`config.mk`:
```
export PLATFORM = sky130hd
export DESIGN_NAME = sync_clock_prescaler
export DESIGN_NICKNAME = d
export VERILOG_FILES = /design/src/sync_clock_prescaler_pkg.sv /design/src/sync_clock_prescaler.sv /design/src/clock_tap_gen.sv
export VERILOG_INCLUDE_DIRS = /design/src
export SDC_FILE = /design/constraint.sdc
export NUM_CORES = 1
export LEC_CHECK = 0
export BUFFER_PORTS_ARGS = -buffer_cell sky130_fd_sc_hd__buf_2
export CAP_MARGIN = 5
export CORE_MARGIN = 3
export CORE_UTILIZATION = 35
export DETAILED_ROUTE_END_ITERATION = 8
export GPL_TIMING_DRIVEN = 0
export PLACE_DENSITY_LB_ADDON = 0.15
export SYNTH_ARGS = -nofsm -noshare
export SYNTH_HDL_FRONTEND = slang
export SYNTH_SLANG_ARGS = --single-unit
```
`constraint.sdc`:
```
create_clock -name clk_sys -period 2.7 [get_ports clk_sys]
set_input_delay 0.54 -clock clk_sys [delete_from_list [all_inputs] [get_ports clk_sys]]
set_output_delay 0.54 -clock clk_sys [all_outputs]
set_load 0.005 [all_outputs]
```
`src/sync_clock_prescaler_params.svh`:
```
`ifndef SYNC_CLOCK_PRESCALER_PARAMS_SVH
`define SYNC_CLOCK_PRESCALER_PARAMS_SVH

// register offsets
`define OFS_CLOCK_SELECT 8'h00
`define OFS_INT_ENABLE 8'h04
`define OFS_INT_DISABLE 8'h08
`define OFS_INT_MASK 8'h0C
`define OFS_INT_STATUS 8'h10
`define OFS_INT_CLEAR 8'h14
`define OFS_SLEEP_CTRL 8'h18
`define OFS_SLEEP_STATUS 8'h1C

// clock select field layout: enable bit then three tap bits per clock
`define SEL_CPU_LSB 0
`define SEL_HSB_LSB 8
`define SEL_PBA_LSB 16
`define SEL_PBB_LSB 24
`define SEL_DIV_BIT 7
`define SEL_TAP_W 3
`define CLOCK_SELECT_RESET 32'h0000_0000

// interrupt status bit positions
`define IRQ_CLOCK_READY 0
`define IRQ_WAKE 1
`define IRQ_W 2

// sleep control layout
`define SLEEP_MODE_LSB 0
`define SLEEP_MODE_W 3
`define SLEEP_IDLE 3'h0

`define PRESCALER_W 8

`endif

```
`src/sync_clock_prescaler_pkg.sv`:
```
package sync_clock_prescaler_pkg;
  typedef enum logic [1:0] {
    SW_IDLE,
    SW_WAIT_ALIGN,
    SW_APPLY
  } switch_state_t;

  typedef enum logic [1:0] {
    SL_RUN,
    SL_DRAIN,
    SL_SLEEP,
    SL_WAKE
  } sleep_state_t;
endpackage : sync_clock_prescaler_pkg

```
`src/sync_clock_prescaler.sv`:
```
// What this block does
// - separate divider fields for four clocks
// - high-speed bus clock follows processor clock
// - after reset all clocks run undivided
// - one shared 8-bit prescaler feeds all
// - any tap or undivided; cpu not slower (not enforced here: any field value is taken)
// - select writes accepted while peripherals run
// - one write changes all clocks together
// - same field value keeps that clock unchanged
// - ready flag reads 0 until change effective
// - ready enable raises interrupt on completion
// - bus read stalls until pending writes done
// - idle sleep stops only processor clock
// - wake runs handler, then resumes after sleep
//
// The implementer's own choices: the address map and the address-and-strobe port.
`timescale 1ns/10ps
`default_nettype none
`include "sync_clock_prescaler_params.svh"
module sync_clock_prescaler
  import sync_clock_prescaler_pkg::*;
#(
  parameter int PRESCALER_W = `PRESCALER_W
) (
  input wire logic clk_sys,
  input wire logic rst_n,
  input wire logic [7:0] reg_addr,
  input wire logic [31:0] reg_wdata,
  input wire logic reg_write,
  input wire logic reg_read,
  output logic [31:0] reg_rdata,
  input wire logic sleep_request,
  input wire logic wake_event,
  input wire logic pb_write_pending,
  input wire logic pb_read_request,
  output logic pb_read_stall,
  output logic cpu_clk_en,
  output logic hsb_clk_en,
  output logic pba_clk_en,
  output logic pbb_clk_en,
  output logic cpu_resume,
  output logic pm_irq
);
  logic [31:0] clock_select_register_q;
  logic [31:0] pending_sel_q;
  logic [31:0] active_sel_q;
  logic [PRESCALER_W-1:0] prescaler_q;
  switch_state_t sw_q;
  logic [`IRQ_W-1:0] int_status_q;
  logic [`IRQ_W-1:0] int_mask_q;
  logic [`SLEEP_MODE_W-1:0] sleep_mode_q;
  sleep_state_t sl_q;
  logic [`IRQ_W-1:0] int_set;
  logic cpu_en_raw;
  logic hsb_en_raw;
  logic pba_en_raw;
  logic pbb_en_raw;
  logic clock_select_write;
  logic aligned;
  logic clock_ready_flag;
  logic cpu_run;
  logic bus_run;
  logic irq_pending;

  function automatic logic hit(input logic [7:0] a, input logic [7:0] ofs);
    hit = (a == ofs);
  endfunction : hit

  // one clock's divider enable and tap out of a select word
  function automatic logic div_on(input logic [31:0] sel, input int lsb);
    div_on = sel[lsb+`SEL_DIV_BIT];
  endfunction : div_on

  function automatic logic [`SEL_TAP_W-1:0] div_tap(input logic [31:0] sel, input int lsb);
    div_tap = sel[lsb+:`SEL_TAP_W];
  endfunction : div_tap

  assign clock_select_write = reg_write && hit(reg_addr, `OFS_CLOCK_SELECT);
  // all-ones prescaler ends a period of every tap at once
  assign aligned = (prescaler_q == {PRESCALER_W{1'b1}});
  assign clock_ready_flag = (sw_q == SW_IDLE);

  always_ff @(posedge clk_sys) begin
    if (!rst_n) begin
      prescaler_q <= '0;
    end else begin
      prescaler_q <= prescaler_q + {{(PRESCALER_W-1){1'b0}}, 1'b1};
    end
  end

  // readback holds the last write even when it was refused
  always_ff @(posedge clk_sys) begin
    if (!rst_n) begin
      clock_select_register_q <= `CLOCK_SELECT_RESET;
    end else if (clock_select_write) begin
      clock_select_register_q <= reg_wdata;
    end
  end

  // a rewrite while busy is ignored: the pending value stays whole
  always_ff @(posedge clk_sys) begin
    if (!rst_n) begin
      sw_q <= SW_IDLE;
      pending_sel_q <= `CLOCK_SELECT_RESET;
      active_sel_q <= `CLOCK_SELECT_RESET;
    end else begin
      case (sw_q)
        SW_IDLE: begin
          if (clock_select_write) begin
            pending_sel_q <= reg_wdata;
            sw_q <= SW_WAIT_ALIGN;
          end
        end
        SW_WAIT_ALIGN: begin
          if (aligned) begin
            active_sel_q <= pending_sel_q;
            sw_q <= SW_APPLY;
          end
        end
        // a write landing here is dropped; software must wait for ready
        SW_APPLY: begin
          sw_q <= SW_IDLE;
        end
        default: begin
          sw_q <= SW_IDLE;
        end
      endcase
    end
  end

  clock_tap_gen #(.PRESCALER_W(PRESCALER_W)) u_cpu (
    .clk_sys(clk_sys),
    .rst_n(rst_n),
    .prescaler_q(prescaler_q),
    .divider_enable_field(div_on(active_sel_q, `SEL_CPU_LSB)),
    .divider_tap_field(div_tap(active_sel_q, `SEL_CPU_LSB)),
    .clk_enable(cpu_en_raw)
  );

  // hsb field kept in the register but the clock follows the cpu
  assign hsb_en_raw = cpu_en_raw;

  clock_tap_gen #(.PRESCALER_W(PRESCALER_W)) u_pba (
    .clk_sys(clk_sys),
    .rst_n(rst_n),
    .prescaler_q(prescaler_q),
    .divider_enable_field(div_on(active_sel_q, `SEL_PBA_LSB)),
    .divider_tap_field(div_tap(active_sel_q, `SEL_PBA_LSB)),
    .clk_enable(pba_en_raw)
  );

  clock_tap_gen #(.PRESCALER_W(PRESCALER_W)) u_pbb (
    .clk_sys(clk_sys),
    .rst_n(rst_n),
    .prescaler_q(prescaler_q),
    .divider_enable_field(div_on(active_sel_q, `SEL_PBB_LSB)),
    .divider_tap_field(div_tap(active_sel_q, `SEL_PBB_LSB)),
    .clk_enable(pbb_en_raw)
  );

  // sleep sequencing; deep modes wait for the peripheral bus to drain
  always_ff @(posedge clk_sys) begin
    if (!rst_n) begin
      sleep_mode_q <= `SLEEP_IDLE;
    end else if (reg_write && hit(reg_addr, `OFS_SLEEP_CTRL)) begin
      sleep_mode_q <= reg_wdata[`SLEEP_MODE_LSB+:`SLEEP_MODE_W];
    end
  end

  always_ff @(posedge clk_sys) begin
    if (!rst_n) begin
      sl_q <= SL_RUN;
    end else begin
      case (sl_q)
        SL_RUN: begin
          if (sleep_request) begin
            sl_q <= (sleep_mode_q == `SLEEP_IDLE) ? SL_SLEEP : SL_DRAIN;
          end
        end
        SL_DRAIN: begin
          if (!pb_write_pending) begin
            sl_q <= SL_SLEEP;
          end
        end
        SL_SLEEP: begin
          if (wake_event) begin
            sl_q <= SL_WAKE;
          end
        end
        SL_WAKE: begin
          sl_q <= SL_RUN;
        end
        default: begin
          sl_q <= SL_RUN;
        end
      endcase
    end
  end

  assign pb_read_stall = pb_read_request && pb_write_pending;

  // idle keeps the buses clocked; deeper modes stop every clock
  assign cpu_run = (sl_q == SL_RUN) || (sl_q == SL_WAKE);
  assign bus_run = (sl_q != SL_SLEEP) || (sleep_mode_q == `SLEEP_IDLE);

  always_ff @(posedge clk_sys) begin
    if (!rst_n) begin
      cpu_clk_en <= 1'b1;
    end else begin
      cpu_clk_en <= cpu_en_raw && cpu_run;
    end
  end

  always_ff @(posedge clk_sys) begin
    if (!rst_n) begin
      hsb_clk_en <= 1'b1;
    end else begin
      hsb_clk_en <= hsb_en_raw && bus_run;
    end
  end

  always_ff @(posedge clk_sys) begin
    if (!rst_n) begin
      pba_clk_en <= 1'b1;
    end else begin
      pba_clk_en <= pba_en_raw && bus_run;
    end
  end

  always_ff @(posedge clk_sys) begin
    if (!rst_n) begin
      pbb_clk_en <= 1'b1;
    end else begin
      pbb_clk_en <= pbb_en_raw && bus_run;
    end
  end

  always_ff @(posedge clk_sys) begin
    if (!rst_n) begin
      cpu_resume <= 1'b0;
    end else begin
      // wake status sets a cycle early; pm_irq and resume rise in the same cycle
      cpu_resume <= (sl_q == SL_WAKE);
    end
  end

  // interrupt: set wins over clear
  always_comb begin
    int_set = '0;
    int_set[`IRQ_CLOCK_READY] = (sw_q == SW_APPLY);
    int_set[`IRQ_WAKE] = (sl_q == SL_SLEEP) && wake_event;
  end

  always_ff @(posedge clk_sys) begin
    if (!rst_n) begin
      int_status_q <= '0;
    end else if (reg_write && hit(reg_addr, `OFS_INT_CLEAR)) begin
      int_status_q <= (int_status_q & ~reg_wdata[`IRQ_W-1:0]) | int_set;
    end else begin
      int_status_q <= int_status_q | int_set;
    end
  end

  always_ff @(posedge clk_sys) begin
    if (!rst_n) begin
      int_mask_q <= '0;
    end else if (reg_write && hit(reg_addr, `OFS_INT_ENABLE)) begin
      int_mask_q <= int_mask_q | reg_wdata[`IRQ_W-1:0];
    end else if (reg_write && hit(reg_addr, `OFS_INT_DISABLE)) begin
      int_mask_q <= int_mask_q & ~reg_wdata[`IRQ_W-1:0];
    end
  end

  assign irq_pending = |(int_status_q & int_mask_q);

  always_ff @(posedge clk_sys) begin
    if (!rst_n) begin
      pm_irq <= 1'b0;
    end else begin
      pm_irq <= irq_pending;
    end
  end

  // ready is live state in the status read, not a sticky bit
  always_ff @(posedge clk_sys) begin
    if (!rst_n) begin
      reg_rdata <= '0;
    end else if (!reg_read) begin
      reg_rdata <= '0;
    end else if (hit(reg_addr, `OFS_CLOCK_SELECT)) begin
      reg_rdata <= clock_select_register_q;
    end else if (hit(reg_addr, `OFS_INT_MASK)) begin
      reg_rdata <= {30'h0, int_mask_q};
    end else if (hit(reg_addr, `OFS_INT_STATUS)) begin
      reg_rdata <= {30'h0, int_status_q[`IRQ_WAKE], clock_ready_flag};
    end else if (hit(reg_addr, `OFS_SLEEP_CTRL)) begin
      reg_rdata <= {29'h0, sleep_mode_q};
    end else if (hit(reg_addr, `OFS_SLEEP_STATUS)) begin
      reg_rdata <= {30'h0, sl_q};
    end else begin
      reg_rdata <= '0;
    end
  end
endmodule : sync_clock_prescaler
`default_nettype wire

```
`src/clock_tap_gen.sv`:
```
`timescale 1ns/10ps
`default_nettype none
// one synchronous clock: a one-cycle enable pulse per divided period
module clock_tap_gen #(
  parameter int PRESCALER_W = 8
) (
  input wire logic clk_sys,
  input wire logic rst_n,
  input wire logic [PRESCALER_W-1:0] prescaler_q,
  input wire logic divider_enable_field,
  input wire logic [2:0] divider_tap_field,
  output logic clk_enable
);
  logic [PRESCALER_W:0] next_cnt;
  logic tick;

  // tap n toggles at 2^(n+1) divide; pulse when the low n+1 bits wrap
  always_comb begin
    next_cnt = {1'b0, prescaler_q} + {{PRESCALER_W{1'b0}}, 1'b1};
    tick = (next_cnt[divider_tap_field] == 1'b0)
      && (prescaler_q[divider_tap_field] == 1'b1);
  end

  always_ff @(posedge clk_sys) begin
    if (!rst_n) begin
      clk_enable <= 1'b1;
    end else if (!divider_enable_field) begin
      clk_enable <= 1'b1;
    end else begin
      clk_enable <= tick;
    end
  end
endmodule : clock_tap_gen
`default_nettype wire

```
==> impl_metrics.tcl, run 1 <==
set metrics [dict create \
    slew_violations 0 \
    crit_chain "ha_1 -> and2_1 -> nand4_1 -> nor3b_2 -> buf_4 -> mux2i_1 -> nor2b_1" \
    setup_viol 0 \
    gp_congestion 0.842 \
    critPathBufInv 1 \
    hold_viol_final 0 \
    nets 650 \
    ys_seq_area_frac 0.504 \
    ys_warn_count 0 \
    rr_startpoint "prescaler_q[0]" \
    drtIter0Drc 127 \
    numCtsBuffers 17 \
    setup-tns-final_ns 0 \
    synth.distinct_cells 44 \
    antenna_cells 0 \
    slew_headroom 0.648 \
    max-clock-path-buffers 2 \
    hpwl_um 7740 \
    coreArea_um2 12800 \
    grt_pass1_vias 3444 \
    viasPerCell 4.60 \
    cp-end-kind "flip-flop" \
    path_clk_slew_ns 0.05 \
    yosys.area.top_type "dfxtp_1" \
    synthesis.nets 545 \
    final.min_clock_period_ns 2.30 \
    dieArea_um2 14600 \
    dr.pass1.iters 4 \
    fin_area_um2 5770 \
    cts_resized 0 \
    worst-slew-pin-transition_ns 0.525 \
    die_width_um 121 \
    crit_path_start "prescaler_q[0]" \
    status "completed" \
    overflow 0 \
    cp_slowest_stage_delay_ns 0.48 \
    cts_max_level 4 \
    skew_ns 0.00661 \
    wl_um 10500 \
    hold_ws_ns 0.385 \
    root_buffer "clkbuf_16" \
    irDropWorstVdd_mv 0.394 \
    dp_slack_ns 0.366 \
    grt_usage 0.150 \
    hp-class "primary input to flip-flop" \
    die_h_um 121 \
    post_cts_buffers 0 \
    cp_max_fo 10 \
    fill_cells 1239 \
    antenna_found_initial 0 \
    drc 0 \
    detail-route-antenna-nets 0 \
    area_growth_pct 25.1 \
    clk_latency_ns 0.40 \
    avgSynthCellArea_um2 9.39 \
    cts_tree "built" \
    dpl_cell_area_um2 5260 \
    ios 87 \
    wl_per_cell_um 13.5 \
    worstPathRequired_ns 3.00 \
    grt_pass1_wl_um 17000 \
    total_leakage_power_nw 2.32 \
    ctsHoldBuffers 0 \
    seqCellArea_um2 2320 \
    synthTopCellsByArea "dfxtp_1 50%, nand2_1 7.5%, mux2i_1 6.7%" \
    grt_start_max_net_pins 17 \
    power_density_nw_per_um2 692 \
    portBuffers 86 \
    critPathSlowestCell "dfxtp_1" \
    syn_area_um2 4610 \
    fin_ws_ns 0.396 \
    multiInputGateArea_um2 2110 \
    cap_violations 0 \
    arrival_ns 2.60 \
    clock_sinks 116 \
    drive_above_1_share 0.208 \
    startpoint_type "flip-flop" \
    num_vias 3580 \
    min_period_over_period 0.853 \
    max_clock_freq_ghz 0.434 \
    ys_ff_latch 116 \
    row_count 41 \
    rsz0062_at_grt "no" \
    critical_path.top_delay_family "simple AND/OR/NAND/NOR gates" \
    crit_type "flip-flop to flip-flop" \
    post_synth_inst_count 491 \
    initial_core_util 0.361 \
    min_from "reg_wdata[20]" \
    synth.top_cell.area_share 0.504 \
]
## metrics by stage
stage / total power, mW / utilization / std cells
2_1_floorplan: 1.98 / - / 491
3_3_place_gp: 2.09 / 0.411 / 749
3_5_place_dp: 2.10 / 0.411 / 749
4_1_cts: 4.04 / 0.452 / 779
5_1_grt: 4.15 / 0.452 / 779
6_report: 3.99 / 0.452 / 779
## Yosys cell counts, drive strengths merged
cell,n
mux2,1
a32oi,1
nor3b,3
a311oi,3
a22o,2
a222oi,1
nand3,10
a31oi,1
clkbuf,23
and3,3
nor3,7
xor2,2
and4b,1
a22oi,2
nor4,6
nand2b,1
xnor2,3
inv,12
a21boi,34
mux2i,31
and2,38
nor2b,35
ha,6
dfxtp,116
a221oi,3
nand2,92
nor2,13
o22ai,3
nand4,2
mux4,3
or3,1
o21ai,11
o21a,2
buf,7
o31ai,2
a21oi,9
a2bb2oi,1
## worst paths after layout
kind / depth (start not counted) / endpoint / slack, ns
setup / recovery: 7 / active_sel_q[18] / 0.40
hold / removal: 3 / clock_select_register_q[20] / 0.39
setup reg to reg: 7 / active_sel_q[18] / 0.40
hold reg to reg: 2 / pbb_clk_en / 0.44
## registers in the layout, summed over array words and instances (netlist names), 2 cells and up, named ones only
register	count
reg_rdata	32
int_status_q	2
clock_select_register_q	32
sw_q	2
prescaler_q	8
sl_q	2
sleep_mode_q	3
active_sel_q	12
pending_sel_q	12
## cell type report
cell class | instances | share of cell area
sequential | 116 | 0.403
multi-input combinational | 333 | 0.366
clock buffer | 25 | 0.0842
timing repair buffer | 86 | 0.0746
tap | 172 | 0.0373
buffer | 30 | 0.0226
inverter | 12 | 0.00781
clock inverter | 5 | 0.00477
## tightest hold or removal path: stages
cell and delay [ns]:
buf_2 0.09, nand2_1 0.04, a21boi_0 0.06
## power breakdown
part           leakage, nW  switching, mW  internal (mW)
clock network        0.253          0.707           1.22
logic                 1.13          0.153          0.129
registers            0.936         0.0300           1.75
## placed cells by master, fill, tap and decap left out, types with 4 or more instances in the layout
master	Yosys	layout
a21boi_0	32	32
a21oi_1	9	9
and2_1	38	38
buf_2	5	91
clkbuf_1	23	28
clkbuf_16	0	17
clkinv_2	0	4
dfxtp_1	116	116
ha_1	6	6
inv_1	12	12
mux2i_1	31	31
nand2_1	92	92
nand3_1	9	9
nor2_1	13	13
nor2b_1	35	35
nor3_1	7	7
nor4_1	4	4
o21ai_0	11	11
## metal layers
metal,share of wire,track usage
met2,0.47,0.240
met3,0.046,0.0393
met4,0.017,0.0694
met1,0.47,0.189
met5,0,0
## logic make-up after synthesis
family,Yosys count,share of synthesized area
xor+xnor,5,0.00950
compound gates,75,0.113
buf+inv,42,0.0380
fa+ha+maj,6,0.0163
mux,35,0.0844
flops,116,0.504
simple gates,212,0.235
No activity file was read; power rests on OpenSTA's default activity.
==> run 2: changes to the inputs <==
--- a/config.mk
+++ b/config.mk
@@ -9,7 +9,7 @@
 export BUFFER_PORTS_ARGS = -buffer_cell sky130_fd_sc_hd__buf_2
 export CAP_MARGIN = 5
 export CORE_MARGIN = 3
-export CORE_UTILIZATION = 35
+export CORE_UTILIZATION = 55
 export DETAILED_ROUTE_END_ITERATION = 8
 export GPL_TIMING_DRIVEN = 0
 export PLACE_DENSITY_LB_ADDON = 0.15
==> run 2 against run 1 <==
Non-clock buffer count is the same. Routed wire length decreased by 2.5%. Clock power grew 8%. Cell count decreased by 8.7%. Maximum frequency up 3.0%. Setup slack improved by 0.068 ns. Critical path depth did not move. Combinational power is 1% lower. Global-route usage increased by 7.6 points. Clock skew fell by 0.00075 ns. Sequential share of layout area grew 0.26 points. Largest cell class unchanged.
==> impl_metrics.tcl, run 2 (synthesis gave the netlist of run 1 again) <==
set metrics [dict create \
    skew_ns 0.00586 \
    final.min_clock_period_ns 2.24 \
    drtIter0Drc 153 \
    fin_area_um2 5730 \
    setup-tns-final_ns 0 \
    ios 87 \
    hold_ws_ns 0.268 \
    postLayoutCoreUtil 0.723 \
    max_clock_freq_ghz 0.447 \
    antenna_found_initial 0 \
    grt_usage 0.226 \
    die_width_um 97.5 \
    cts_resized 0 \
    ctsHoldBuffers 0 \
    slew_headroom 0.646 \
    max-clock-path-buffers 2 \
    rsz0062_at_grt "no" \
    wl_um 10200 \
    startpoint_type "flip-flop" \
    finalNonFillerCells 711 \
    fin_total_pwr_mw 4.14 \
    grt_pass1_wl_um 17500 \
    hp-class "primary input to flip-flop" \
    drive_above_1_share 0.217 \
    setup_viol 0 \
    critical_path.top_delay_family "simple AND/OR/NAND/NOR gates" \
    irDropWorstVdd_mv 0.457 \
    grt_start_max_net_pins 17 \
    cap_violations 0 \
    critPathBufInv 1 \
    detail-route-antenna-nets 0 \
    row_count 32 \
    arrival_ns 2.64 \
    portBuffers 86 \
    antenna_cells 0 \
    crit_chain "ha_1 -> and2_1 -> nand4_1 -> nor3b_2 -> buf_4 -> mux2i_1 -> nor2b_1" \
    cp_slowest_stage_delay_ns 0.46 \
    coreArea_um2 7930 \
    dpl.cell_count 679 \
    cts_tree "built" \
    dr.pass1.iters 4 \
    hpwl_um 7280 \
    cts_max_level 4 \
    dieArea_um2 9520 \
    worst-slew-pin-transition_ns 0.530 \
    area_growth_pct 24.3 \
    hold_viol_final 0 \
    viasPerCell 5.18 \
    path_clk_slew_ns 0.06 \
    worstPathRequired_ns 3.10 \
    cp_max_fo 10 \
    drc 0 \
    gp_congestion 0.913 \
    grt_pass1_vias 3714 \
    fin_ws_ns 0.464 \
    initial_core_util 0.581 \
    die_h_um 97.5 \
    layout_commonest_cell "dfxtp_1" \
    reg_top3 "clock_select_register_q x32, reg_rdata x32" \
    crit_type "flip-flop to flip-flop" \
    power_density_nw_per_um2 722 \
    num_vias 3686 \
    fill_cells 606 \
    slew_violations 0 \
    dp_slack_ns 0.377 \
    nets 650 \
    dpl_cell_area_um2 5170 \
    min_period_over_period 0.828 \
    numCtsBuffers 17 \
    wl_per_cell_um 14.4 \
    overflow 0 \
    post_cts_buffers 0 \
    cp-end-kind "flip-flop" \
    total_leakage_power_nw 2.33 \
    clk_latency_ns 0.52 \
    root_buffer "clkbuf_8" \
    critPathSlowestCell "dfxtp_1" \
    mostFrequentLayoutCells "116 x dfxtp_1, 92 x nand2_1, 91 x buf_2" \
    status "completed" \
    clock_sinks 116 \
]
==> run 2: changes by cell type in the layout (fill, tap and decap cells not counted), sizes merged <==
cell,delta
clkbuf,-7
inv,+6
clkinvlp,+2
bufinv,+1
==> run 2: worst paths after layout <==
check,startpoint,to,slack [ns],cells after the start
max,prescaler_q[0],active_sel_q[31],0.46,7
min,reg_wdata[20],clock_select_register_q[20],0.27,3
max reg2reg,prescaler_q[0],active_sel_q[31],0.46,7
min reg2reg,u_pbb.clk_enable,pbb_clk_en,0.43,2
==> run 2: layout make-up <==
class,instances,area [µm²],share of cell area
clock buffer,18,418,0.0729
multi-input combinational,333,2110,0.369
sequential,116,2320,0.405
inverter,12,45.0,0.00786
clock inverter,14,145,0.0253
timing repair buffer,86,430,0.0751
tap,102,128,0.0223
buffer,30,130,0.0227
==> run 2: metal layers <==
layer / share of wire / wire (µm) / global-route usage / up-vias
li1: - / - / - / 1859
met1: 0.42 / 4280 / 0.271 / 1693
met2: 0.50 / 5090 / 0.387 / 121
met3: 0.070 / 712 / 0.0596 / 13
met4: 0.014 / 141 / 0.0895 / 0
met5: 0 / 0 / 0 / -
==> run 2: worst min-delay path, stage by stage <==
cell	delay (ns)
buf_2	0.09
nand2_1	0.04
a21boi_0	0.06
==> run 2: power breakdown <==
| part | internal [mW] | total [mW] | switching, mW |
|---|---|---|---|
| Clock | 1.25 | 2.09 | 0.843 |
| Sequential | 1.74 | 1.77 | 0.0278 |
| Combinational | 0.128 | 0.278 | 0.150 |
